File: src/pca_defines.vh
// constants for the configuration prom address control block
// assumes a 125 MHz system clock; included by pca_top.v and pca_fifo.v
`ifndef PCA_DEFINES_VH
`define PCA_DEFINES_VH

`define PCA_AW        16
`define PCA_DW        8
`define PCA_CLK_NS    8
`define PCA_POR_NS    2000
`define PCA_POR_CYC   ((`PCA_POR_NS + `PCA_CLK_NS - 1) / `PCA_CLK_NS)
`define PCA_CFP_NS    400
`define PCA_CFP_CYC   (`PCA_CFP_NS / `PCA_CLK_NS)
`define PCA_OSC_HALF  4'h4
`define PCA_FIFO_D    16
`define PCA_FIFO_AW   4
`define PCA_REV0_BASE 16'h0000
`define PCA_REV1_BASE 16'h4000
`define PCA_REV2_BASE 16'h8000
`define PCA_REV3_BASE 16'hc000
`define PCA_REV_SPAN  16'h3fff
`define PCA_BIT_LAST  3'h7

`endif

File: src/pca_fifo.v
// word fifo between stored-data prefetch and the output pins
// assumes one clock, synchronous active-high reset and flush
`timescale 1ns/1ns
`include "pca_defines.vh"

module pca_fifo #(
  parameter W  = 8,
  parameter D  = 16,
  parameter AW = 4
) (
  input  wire          clk,
  input  wire          sys_rst,
  input  wire          flush,
  input  wire [W-1:0]  in_data,
  input  wire          in_valid,
  output wire          in_ready,
  output wire [W-1:0]  out_data,
  output wire          out_valid,
  input  wire          out_ready
);
  reg [W-1:0]  mem_r [0:D-1];
  reg [AW-1:0] wr_r;
  reg [AW-1:0] rd_r;
  reg [AW:0]   cnt_r;
  wire         push;
  wire         pop;

  assign in_ready  = (cnt_r != D);
  assign out_valid = (cnt_r != 0);
  assign out_data  = mem_r[rd_r];
  assign push      = in_valid & in_ready;
  assign pop       = out_valid & out_ready;

  always @(posedge clk) begin
    if (push) begin
      mem_r[wr_r] <= in_data;
    end
  end

  always @(posedge clk) begin
    if (sys_rst | flush) begin
      wr_r  <= {AW{1'b0}};
      rd_r  <= {AW{1'b0}};
      cnt_r <= {(AW+1){1'b0}};
    end else begin
      if (push) begin
        wr_r <= wr_r + 1'b1;
      end
      if (pop) begin
        rd_r <= rd_r + 1'b1;
      end
      if (push & ~pop) begin
        cnt_r <= cnt_r + 1'b1;
      end else if (pop & ~push) begin
        cnt_r <= cnt_r - 1'b1;
      end
    end
  end
endmodule

File: src/pca_top.v
// address control of a configuration prom streaming a stored bitstream
// assumes pins sampled synchronously to clk; storage read with one-cycle latency
// How it works
// - a selected external clock rising edge advances the counter only with chip select low, gate high, pulse pin high and, in parallel mode, busy low.
// - a control input chooses the internal oscillator or the external clock pin as the sequence clock.
// - while the gate/reset pin is low the counter stays reset and data and clock outputs float.
// - the gate/reset pin is open drain and the device pulls it low until its power-on hold ends.
// - the gate/reset pin is always active low with no polarity option.
// - chip select high means standby, counter reset and floating data and clock outputs.
// - a reconfigure command pulses the open-drain configuration pulse pin low.
// - a rising edge on the pulse pin samples the revision and loads that revision's start address.
// - in parallel mode busy high freezes the word on the pins; the first clock edge after it falls shows the next word.
// - chain select out goes low only with chip select low, gate high and counter past terminal count or revision absent.
`timescale 1ns/1ns
`include "pca_defines.vh"

module pca_top (
  input  wire                clk,
  input  wire                sys_rst,
  input  wire                ext_clk_in,
  input  wire                chip_sel_n,
  input  wire                oe_rst_n_in,
  output reg                 oe_rst_n_out,
  output reg                 oe_rst_n_oe,
  input  wire                config_pulse_n_in,
  output reg                 config_pulse_n_out,
  output reg                 config_pulse_n_oe,
  input  wire                reconfig_cmd,
  input  wire                busy,
  input  wire                par_mode,
  input  wire                use_int_osc,
  input  wire                clock_output_pin_enable,
  input  wire [1:0]          rev_select,
  input  wire [3:0]          rev_present,
  output reg  [`PCA_AW-1:0]  mem_addr,
  output reg                 mem_rd,
  input  wire [`PCA_DW-1:0]  mem_data,
  output reg  [`PCA_DW-1:0]  data_out_bus,
  output reg  [`PCA_DW-1:0]  data_out_oe,
  output reg                 clock_output_pin,
  output reg                 clock_output_oe,
  output reg                 chain_select_out_n,
  output reg  [`PCA_AW-1:0]  addr_count,
  output reg                 por_done
);
  localparam integer POR_CYC_I = `PCA_POR_CYC;
  localparam integer CFP_CYC_I = `PCA_CFP_CYC;
  localparam [11:0]  POR_CYC   = POR_CYC_I[11:0];
  localparam [11:0]  CFP_CYC   = CFP_CYC_I[11:0];
  localparam [2:0]  ST_POR  = 3'b001;
  localparam [2:0]  ST_IDLE = 3'b010;
  localparam [2:0]  ST_RUN  = 3'b100;

  reg  [2:0]          state_r;
  reg  [11:0]         por_cnt_r;
  reg  [11:0]         cfp_cnt_r;
  reg                 ext_prev_r;
  reg                 cf_prev_r;
  reg  [3:0]          osc_cnt_r;
  reg                 osc_r;
  reg  [1:0]          rev_r;
  reg  [`PCA_AW-1:0]  fetch_r;
  reg                 inflight_r;
  reg                 past_tc_r;
  reg  [2:0]          bit_r;
  reg  [`PCA_DW-1:0]  shift_r;
  reg  [`PCA_AW-1:0]  base_nxt;
  wire [`PCA_AW-1:0]  rev_end;
  wire                ext_rise;
  wire                osc_rise;
  wire                cf_rise;
  wire                held_rst;
  wire                src_edge;
  wire                adv_ok;
  wire                advance;
  wire                need_byte;
  wire                flush;
  wire                fifo_in_ready;
  wire                fifo_out_valid;
  wire [`PCA_DW-1:0]  fifo_out_data;
  wire                fifo_pop;
  wire                terminal_count;

  // start address of the revision in effect
  always @* begin
    case (cf_rise ? rev_select : rev_r)
      2'h0:    base_nxt = `PCA_REV0_BASE;
      2'h1:    base_nxt = `PCA_REV1_BASE;
      2'h2:    base_nxt = `PCA_REV2_BASE;
      default: base_nxt = `PCA_REV3_BASE;
    endcase
  end

  assign rev_end  = base_nxt + `PCA_REV_SPAN;
  assign ext_rise = ext_clk_in & ~ext_prev_r;
  assign osc_rise = (osc_cnt_r == `PCA_OSC_HALF - 4'h1) & ~osc_r;
  assign cf_rise  = config_pulse_n_in & ~cf_prev_r;
  // fixed active-low sense on the gate/reset pin
  assign held_rst = ~oe_rst_n_in | chip_sel_n | (state_r != ST_RUN);
  assign src_edge = use_int_osc ? osc_rise : ext_rise;
  assign adv_ok   = ~held_rst & config_pulse_n_in & ~(par_mode & busy);
  assign need_byte = par_mode | (bit_r == `PCA_BIT_LAST);
  assign advance  = src_edge & adv_ok & ~past_tc_r & (~need_byte | fifo_out_valid);
  assign fifo_pop = advance & need_byte;
  assign flush    = held_rst | cf_rise;
  assign terminal_count = (addr_count == rev_end);

  pca_fifo #(
    .W  (`PCA_DW),
    .D  (`PCA_FIFO_D),
    .AW (`PCA_FIFO_AW)
  ) u_fifo (
    .clk       (clk),
    .sys_rst   (sys_rst),
    .flush     (flush),
    .in_data   (mem_data),
    .in_valid  (inflight_r & ~flush),
    .in_ready  (fifo_in_ready),
    .out_data  (fifo_out_data),
    .out_valid (fifo_out_valid),
    .out_ready (fifo_pop)
  );

  // power-on hold, then operation
  always @(posedge clk) begin
    if (sys_rst) begin
      state_r      <= ST_POR;
      por_cnt_r    <= 12'h000;
      por_done     <= 1'b0;
      oe_rst_n_out <= 1'b0;
      oe_rst_n_oe  <= 1'b1;
    end else begin
      oe_rst_n_out <= 1'b0;
      case (state_r)
        ST_POR: begin
          oe_rst_n_oe <= 1'b1;
          if (por_cnt_r == POR_CYC - 12'h001) begin
            state_r     <= ST_IDLE;
            por_done    <= 1'b1;
            oe_rst_n_oe <= 1'b0;
          end else begin
            por_cnt_r <= por_cnt_r + 12'h001;
          end
        end
        ST_IDLE: begin
          oe_rst_n_oe <= 1'b0;
          state_r     <= ST_RUN;
        end
        ST_RUN: begin
          oe_rst_n_oe <= 1'b0;
        end
        default: begin
          state_r     <= ST_POR;
          oe_rst_n_oe <= 1'b1;
        end
      endcase
    end
  end

  // edge history and internal oscillator
  always @(posedge clk) begin
    if (sys_rst) begin
      ext_prev_r <= 1'b0;
      cf_prev_r  <= 1'b1;
      osc_cnt_r  <= 4'h0;
      osc_r      <= 1'b0;
    end else begin
      ext_prev_r <= ext_clk_in;
      cf_prev_r  <= config_pulse_n_in;
      if (osc_cnt_r == `PCA_OSC_HALF - 4'h1) begin
        osc_cnt_r <= 4'h0;
        osc_r     <= ~osc_r;
      end else begin
        osc_cnt_r <= osc_cnt_r + 4'h1;
      end
    end
  end

  // reconfigure command drives the pulse pin low
  always @(posedge clk) begin
    if (sys_rst) begin
      cfp_cnt_r          <= 12'h000;
      config_pulse_n_out <= 1'b0;
      config_pulse_n_oe  <= 1'b0;
    end else begin
      config_pulse_n_out <= 1'b0;
      if (reconfig_cmd) begin
        cfp_cnt_r         <= CFP_CYC;
        config_pulse_n_oe <= 1'b1;
      end else if (cfp_cnt_r != 12'h000) begin
        cfp_cnt_r         <= cfp_cnt_r - 12'h001;
        config_pulse_n_oe <= (cfp_cnt_r != 12'h001);
      end else begin
        config_pulse_n_oe <= 1'b0;
      end
    end
  end

  // revision capture, address counter and prefetch
  always @(posedge clk) begin
    if (sys_rst) begin
      rev_r      <= 2'h0;
      addr_count <= `PCA_REV0_BASE;
      fetch_r    <= `PCA_REV0_BASE;
      mem_addr   <= `PCA_REV0_BASE;
      mem_rd     <= 1'b0;
      inflight_r <= 1'b0;
      past_tc_r  <= 1'b0;
    end else begin
      mem_rd     <= 1'b0;
      // a read cut by a flush must not land after it
      inflight_r <= mem_rd & ~flush;
      if (cf_rise) begin
        rev_r      <= rev_select;
        addr_count <= base_nxt;
        fetch_r    <= base_nxt;
        past_tc_r  <= 1'b0;
      end else if (held_rst) begin
        addr_count <= base_nxt;
        fetch_r    <= base_nxt;
        past_tc_r  <= 1'b0;
      end else begin
        if (advance) begin
          addr_count <= addr_count + 1'b1;
          past_tc_r  <= terminal_count;
        end
        if (~mem_rd & ~inflight_r & fifo_in_ready & (fetch_r <= rev_end)) begin
          mem_addr <= fetch_r;
          mem_rd   <= 1'b1;
          fetch_r  <= fetch_r + 1'b1;
        end
      end
    end
  end

  // data pins, clock output and chain select out
  always @(posedge clk) begin
    if (sys_rst) begin
      bit_r              <= `PCA_BIT_LAST;
      shift_r            <= {`PCA_DW{1'b0}};
      data_out_bus       <= {`PCA_DW{1'b0}};
      data_out_oe        <= {`PCA_DW{1'b0}};
      clock_output_pin   <= 1'b0;
      clock_output_oe    <= 1'b0;
      chain_select_out_n <= 1'b1;
    end else begin
      if (flush) begin
        bit_r <= `PCA_BIT_LAST;
      end else if (advance & par_mode) begin
        data_out_bus <= fifo_out_data;
      end else if (advance) begin
        bit_r <= bit_r + 3'h1;
        if (need_byte) begin
          data_out_bus <= {{(`PCA_DW-1){1'b0}}, fifo_out_data[`PCA_DW-1]};
          shift_r      <= {fifo_out_data[`PCA_DW-2:0], 1'b0};
        end else begin
          data_out_bus <= {{(`PCA_DW-1){1'b0}}, shift_r[`PCA_DW-1]};
          shift_r      <= {shift_r[`PCA_DW-2:0], 1'b0};
        end
      end
      data_out_oe <= held_rst ? {`PCA_DW{1'b0}} :
                     par_mode ? {`PCA_DW{1'b1}} : {{(`PCA_DW-1){1'b0}}, 1'b1};
      clock_output_pin   <= use_int_osc ? osc_r : ext_clk_in;
      clock_output_oe    <= clock_output_pin_enable & ~held_rst;
      chain_select_out_n <= ~(~chip_sel_n & oe_rst_n_in &
                              (past_tc_r | ~rev_present[rev_r]));
    end
  end
endmodule

File: config.mk
export PLATFORM = sky130hd
export DESIGN_NAME = pca_top
export DESIGN_NICKNAME = d
export VERILOG_FILES = /design/src/pca_fifo.v /design/src/pca_top.v
export VERILOG_INCLUDE_DIRS = /design/src
export SDC_FILE = /design/constraint.sdc
export NUM_CORES = 1
export LEC_CHECK = 0
export BUFFER_PORTS_ARGS = -buffer_cell sky130_fd_sc_hd__buf_2
export CELL_PAD_IN_SITES_DETAIL_PLACEMENT = 1
export CELL_PAD_IN_SITES_GLOBAL_PLACEMENT = 2
export CORE_ASPECT_RATIO = 1.2
export CORE_MARGIN = 5
export CORE_UTILIZATION = 42
export DETAILED_ROUTE_END_ITERATION = 6
export GPL_ROUTABILITY_DRIVEN = 0
export PLACE_DENSITY = 0.91
export RECOVER_POWER = 25
export SYNTH_ARGS = -nofsm -noshare
export SYNTH_HDL_FRONTEND = slang
export SYNTH_SLANG_ARGS = --single-unit
File: constraint.sdc
create_clock -name clk -period 4.1 [get_ports clk]
set_clock_uncertainty 0.1 [all_clocks]
set_input_delay 0.615 -clock clk [delete_from_list [all_inputs] [get_ports clk]]
set_output_delay 0.615 -clock clk [all_outputs]
set_load 0.01 [all_outputs]
==> flow_metrics.tcl, run 1 <==
set metrics [dict create \
    n_antenna_cell 0 \
    yosys_warnings 0 \
    clockBufferDepth 3 \
    clock_latency_ns 0.54 \
    grt_max_degree 53 \
    die-area_mm2 0.0289 \
    drc 0 \
    wl_um 25500 \
    hold_slack_ns 0.202 \
    htree_levels 1 \
    drt-pass1-iter-count 5 \
    drive_above_1_share_pct 20.8 \
    vias 7000 \
    synth_seq_cells 258 \
    p_sw_share_pct 20.6 \
    area_growth_pct 16.1 \
    p_clk_share_pct 45.8 \
    synth_area_mm2 0.0107 \
    synth_area_leaders "edfxtp_1 (36%), dfxtp_1 (24%), mux4_2 (7.8%)" \
    setup_viol 0 \
    finalPower_w 0.00541 \
    hold_buffers 0 \
    ys_seq_area_share_pct 60.0 \
    synth-xor-area-share_pct 4.16 \
    required_ns 4.45 \
    cp_max_fo 9 \
    numCtsBuffers 27 \
    synth-edff-count 128 \
    cpMaxStageDelayCell "fa_1" \
    synth.most_common_cell "dfxtp_1" \
    min_period_ns 3.41 \
    initial_core_util_pct 42.3 \
    drt_iter0_markers 366 \
    slew_headroom_pct 39.3 \
    io_buffers 79 \
    num_rows 64 \
    cp-start-kind "flop" \
    crit_path_frequent_cell "ha_1" \
    drtAntennaViolNets 0 \
    gr-total-overflow 0 \
    syn_area_per_cell_um2 12.8 \
    async_reset_ff_share_pct 0 \
    comb_power_share_pct 3.3 \
    tns_ns 0 \
    synth_simple_gate_area_share_pct 14.1 \
    path_clk_slew_ns 0.06 \
    fmax_mhz 294 \
    drv_slew 0 \
    synth_mux_area_share_pct 10.8 \
    num_io_pins 82 \
    die-width_um 156 \
    cp-end-kind "flop" \
    synth_commonest_cells "dfxtp_1 (130), edfxtp_1 (128), nor2_1 (93), nand2_1 (49), mux4_2 (37)" \
    crit_chain "ha_1 > ha_1 > or2_2 > o21ai_0 > nor3_1 > buf_4 > inv_1 > ha_1 > inv_1 > fa_1 > a21o_1 > a21oi_1 > xnor2_1 > or3_1 > a21oi_1" \
    netlist.area_leader.share_pct 35.8 \
    hpwl_um 17200 \
    timing.final.crit_share_pct 83.1 \
    antenna_found_initial 1 \
    cts.repair.resized 0 \
    worstMarginPinSlew_ns 0.903 \
    fillers 2619 \
    synthFlopType "dfxtp_1" \
    coreArea_mm2 0.0254 \
    nets 976 \
    route.detailed.wl_per_inst_um 19.9 \
    grt_pass1_vias 7422 \
    rsz0062_at_grt "false" \
    drv_cap 0 \
    grt_pass1_wl_um 40300 \
    top_layer "met5" \
    holdCritPathClass "input port to flop" \
    synth_top_family_by_area "simple AND/OR/NAND/NOR gates" \
    die_height_um 185 \
    m1WireLength_um 10200 \
    p_leak_nw 4.57 \
    synth-compound-area-share_pct 5.81 \
    cts_tree "done" \
    grt_usage_pct 17.6 \
    slowest_delay_ns 0.41 \
    ys_types 69 \
    met3_length_um 1260 \
    status "finished, final reports clean" \
    switching_power_w 0.00111 \
    finalHoldViolations 0 \
    root_buffer "clkbuf_16" \
    vias_per_cell 5.47 \
    yosys.area.top_type "edfxtp_1" \
    cts_setup_buffers 0 \
    p_seq_share_pct 50.9 \
    p_int_w 0.00429 \
    arrival_ns 3.75 \
    p_per_area_mw_per_mm2 434 \
    clkSinkCount 258 \
    critical_path_class "flop to flop" \
    vdd_ir_drop_max_v 0.000383 \
    synth_adder_area_share_pct 2.52 \
    wl_met2_um 13100 \
    syn_inst 836 \
]
[placed cells by master, fill, tap and decap left out, types with 25 or more instances in the layout]
cell type,synthesis,layout
a21oi_1,25,25
buf_2,9,71
clkbuf_16,0,29
dfxtp_1,130,129
edfxtp_1,128,128
mux2i_1,32,32
mux4_2,37,37
nand2_1,49,49
nand3_1,25,25
nor2_1,93,93
xor2_1,28,28
[area by class of cell]
cell class,count,area [um^2],area share [%]
clock buffers,38,811,6.51
clock inverters,11,113,0.904
inverters,21,78.8,0.632
multi-input cells,521,4050,32.5
flip-flops and latches,258,6450,51.7
well taps,330,413,3.31
repair buffers,101,551,4.42
[metrics by stage]
stage	area (um^2)	utilization [%]	worst slack [ns]	cells
detailed placement	11500	45.5	0.639	1231
floorplan	10700	-	0.794	837
global placement	11500	45.5	0.687	1231
global route	12500	49.1	0.364	1280
CTS	12500	49.1	0.663	1280
finish	12500	49.1	0.694	1280
[sequential cells by signal, indices dropped and copies added, names as in the netlist, 5 cells and up, named ones only]
| signal | flops |
|---|---|
| u_fifo.cnt_r | 5 |
| por_cnt_r | 12 |
| mem_addr | 16 |
| shift_r | 7 |
| data_out_bus | 8 |
| cfp_cnt_r | 12 |
| u_fifo.mem_r | 128 |
| addr_count | 16 |
| fetch_r | 16 |
[routing by layer]
layer	GRT usage (%)	vias up
li1	-	3303
met1	21.1	3483
met2	32.1	164
met3	2.83	48
met4	6.02	2
met5	0	-
[path summary, 6_finish.rpt]
path / startpoint / endpoint / slack (ns) / depth (start not counted)
worst max-delay path: bit_r[0] / u_fifo.cnt_r[4] / 0.69 / 15
worst min-delay path: clock_output_pin_enable / clock_output_oe / 0.20 / 2
worst max register to register: bit_r[0] / u_fifo.cnt_r[4] / 0.69 / 15
worst min register to register: por_done / por_done / 0.35 / 1
[worst max-delay path: cells and delay by family (launching register included)]
kind | cells | cell delay, ns
xor+xnor | 1 | 0.09
compound gates | 4 | 0.67
simple gates | 3 | 0.79
buf+inv | 3 | 0.34
fa+ha+maj | 4 | 1.00
flops | 1 | 0.33
[kinds of logic after synthesis]
kind of cell,Yosys count
other cells,1
xor+xnor,51
fa+ha+maj,21
flops,258
compound gates,87
buf+inv,58
simple gates,290
mux,70
[power by group through the flow]
| stage | Sequential, W | Combinational, W | Clock (W) |
|---|---|---|---|
| final | 0.00275 | 0.000178 | 0.00248 |
| after global routing | 0.00275 | 0.000200 | 0.00266 |
| after CTS | 0.00275 | 0.000182 | 0.00255 |
| after detailed placement | 0.00280 | 0.000178 | 0 |
| after global placement | 0.00280 | 0.000172 | 0 |
| after floorplan | 0.00280 | 0.000118 | 0 |
(Power assumes the default switching activity.)
==> run 2: changes to the inputs <==
==> constraint.sdc (replaced) <==
create_clock -name clk -period 3.5 [get_ports clk]
set_clock_uncertainty 0.1 [all_clocks]
set_input_delay 0.525 -clock clk [delete_from_list [all_inputs] [get_ports clk]]
set_output_delay 0.525 -clock clk [all_outputs]
set_load 0.01 [all_outputs]
==> run 2 against run 1 <==
Clock power up 8%; sequential share of layout area about the same; first-iteration DRC count down 19%; critical endpoint unchanged; highest routed layer is now met4.
==> flow_metrics.tcl, run 2 (synthesized netlist as in run 1, its figures left out) <==
set metrics [dict create \
    drt_iter0_markers 297 \
    required_ns 3.87 \
    p_leak_nw 4.60 \
    crit_path_frequent_cell "ha_1" \
    drtAntennaViolNets 0 \
    htree_levels 1 \
    cp-end-kind "flop" \
    worstMarginPinSlew_ns 0.765 \
    grt_pass1_wl_um 41100 \
    status "finished, final reports clean" \
    fmax_mhz 311 \
    top_layer "met4" \
    vdd_ir_drop_max_v 0.000355 \
    setup_viol 0 \
    wl_met2_um 13800 \
    met3_length_um 1130 \
    m1WireLength_um 10600 \
    numCtsBuffers 27 \
    crit_chain "ha_1 > ha_1 > or2_2 > o21ai_2 > nor3_1 > inv_1 > ha_1 > inv_1 > fa_1 > a21o_1 > a21oi_1 > xnor2_1 > or3_1 > a21oi_1" \
    coreArea_mm2 0.0254 \
    die-width_um 156 \
    area_growth_pct 16.1 \
    antenna_found_initial 0 \
    num_io_pins 82 \
    vias_per_cell 5.46 \
    cts_tree "done" \
    grt_pass1_vias 7400 \
    drt-pass1-iter-count 4 \
    holdCritPathClass "input port to flop" \
    vias 7072 \
    finalHoldViolations 0 \
    grt_max_degree 53 \
    largest_register "u_fifo.mem_r" \
    cpMaxStageDelayCell "fa_1" \
    cp_max_fo 9 \
    route.detailed.wl_per_inst_um 20.1 \
    drv_cap 0 \
    num_rows 64 \
    final_cell_mix "dfxtp_1 (129), edfxtp_1 (128), nor2_1 (93)" \
    gr-total-overflow 0 \
    critical_path_class "flop to flop" \
    clockBufferDepth 3 \
    drc 0 \
    arrival_ns 3.58 \
    final_common_cell "dfxtp_1" \
    cts_setup_buffers 0 \
    hold_slack_ns 0.0964 \
    die_height_um 185 \
    p_per_area_mw_per_mm2 490 \
    rsz0062_at_grt "false" \
    nets 990 \
    n_antenna_cell 0 \
    tns_ns 0 \
    drive_above_1_share_pct 21.7 \
    slowest_delay_ns 0.42 \
    drv_slew 0 \
    wl_um 26000 \
    clkSinkCount 258 \
    die-area_mm2 0.0289 \
    grt_usage_pct 18.0 \
    io_buffers 79 \
    timing.final.crit_share_pct 91.9 \
    cp-start-kind "flop" \
    clock_latency_ns 0.55 \
    path_clk_slew_ns 0.06 \
    fillers 2652 \
    initial_core_util_pct 42.3 \
    min_period_ns 3.22 \
    largest_register_ffs 128 \
    hpwl_um 18000 \
    slew_headroom_pct 48.9 \
    root_buffer "clkbuf_16" \
]
==> run 2: where the power goes <==
group          total [W]  switching (W)  internal (W)
registers        0.00322      0.0000270       0.00319
clock network    0.00267        0.00118       0.00149
logic           0.000215       0.000129     0.0000865
total            0.00611        0.00134       0.00477
==> run 2: area by class of cell <==
class                      instances  area (um^2)  area share (%)
clock buffer                      35          736            5.90
timing repair buffer             115          657            5.27
multi-input combinational        521         4050            32.4
inverter                          21         78.8           0.632
tap                              330          413            3.31
sequential                       258         6450            51.7
clock inverter                    15         91.3           0.733
==> run 2: worst paths after layout <==
path,start,end,slack [ns],depth (start not counted)
hold / removal,clock_output_pin_enable,clock_output_oe,0.1,2
hold reg to reg,por_done,por_done,0.35,1
setup / recovery,bit_r[0],u_fifo.cnt_r[4],0.28,14
setup reg to reg,bit_r[0],u_fifo.cnt_r[4],0.28,14
==> run 2: timing repair <==
action	in CTS	in global routing
endpoints found under the hold margin	0	0
setup endpoints to repair	0	1
hold buffers	0	0
gates resized for setup	0	2
==> run 2: routing by layer <==
metal / GRT usage (%) / vias up
met1: 21.7 / 3569
met3: 2.64 / 34
met2: 33.4 / 143
met5: 0 / -
li1: - / 3326
met4: 4.76 / 0
==> run 2: metrics by stage <==
step | util (%) | power [W] | cell area, um^2 | cells | setup slack [ns]
2_1_floorplan | - | 0.00342 | 10700 | 837 | 0.284
3_3_place_gp | 45.9 | 0.00350 | 11600 | 1245 | 0.296
3_5_place_dp | 45.9 | 0.00350 | 11600 | 1245 | 0.174
4_1_cts | 49.1 | 0.00619 | 12500 | 1295 | 0.140
5_1_grt | 49.1 | 0.00634 | 12500 | 1295 | 0.0603
6_report | 49.1 | 0.00611 | 12500 | 1295 | 0.284
==> run 2: worst max-delay path: cells and delay by family (launching register included) <==
family,cells,cell delay (ns)
DFF,1,0.32
adders and majority gates,4,1.02
and+or+nand+nor,3,0.79
AOI/OAI and AO/OA,4,0.65
buffers and inverters,2,0.17
xor gates and xnor gates,1,0.10
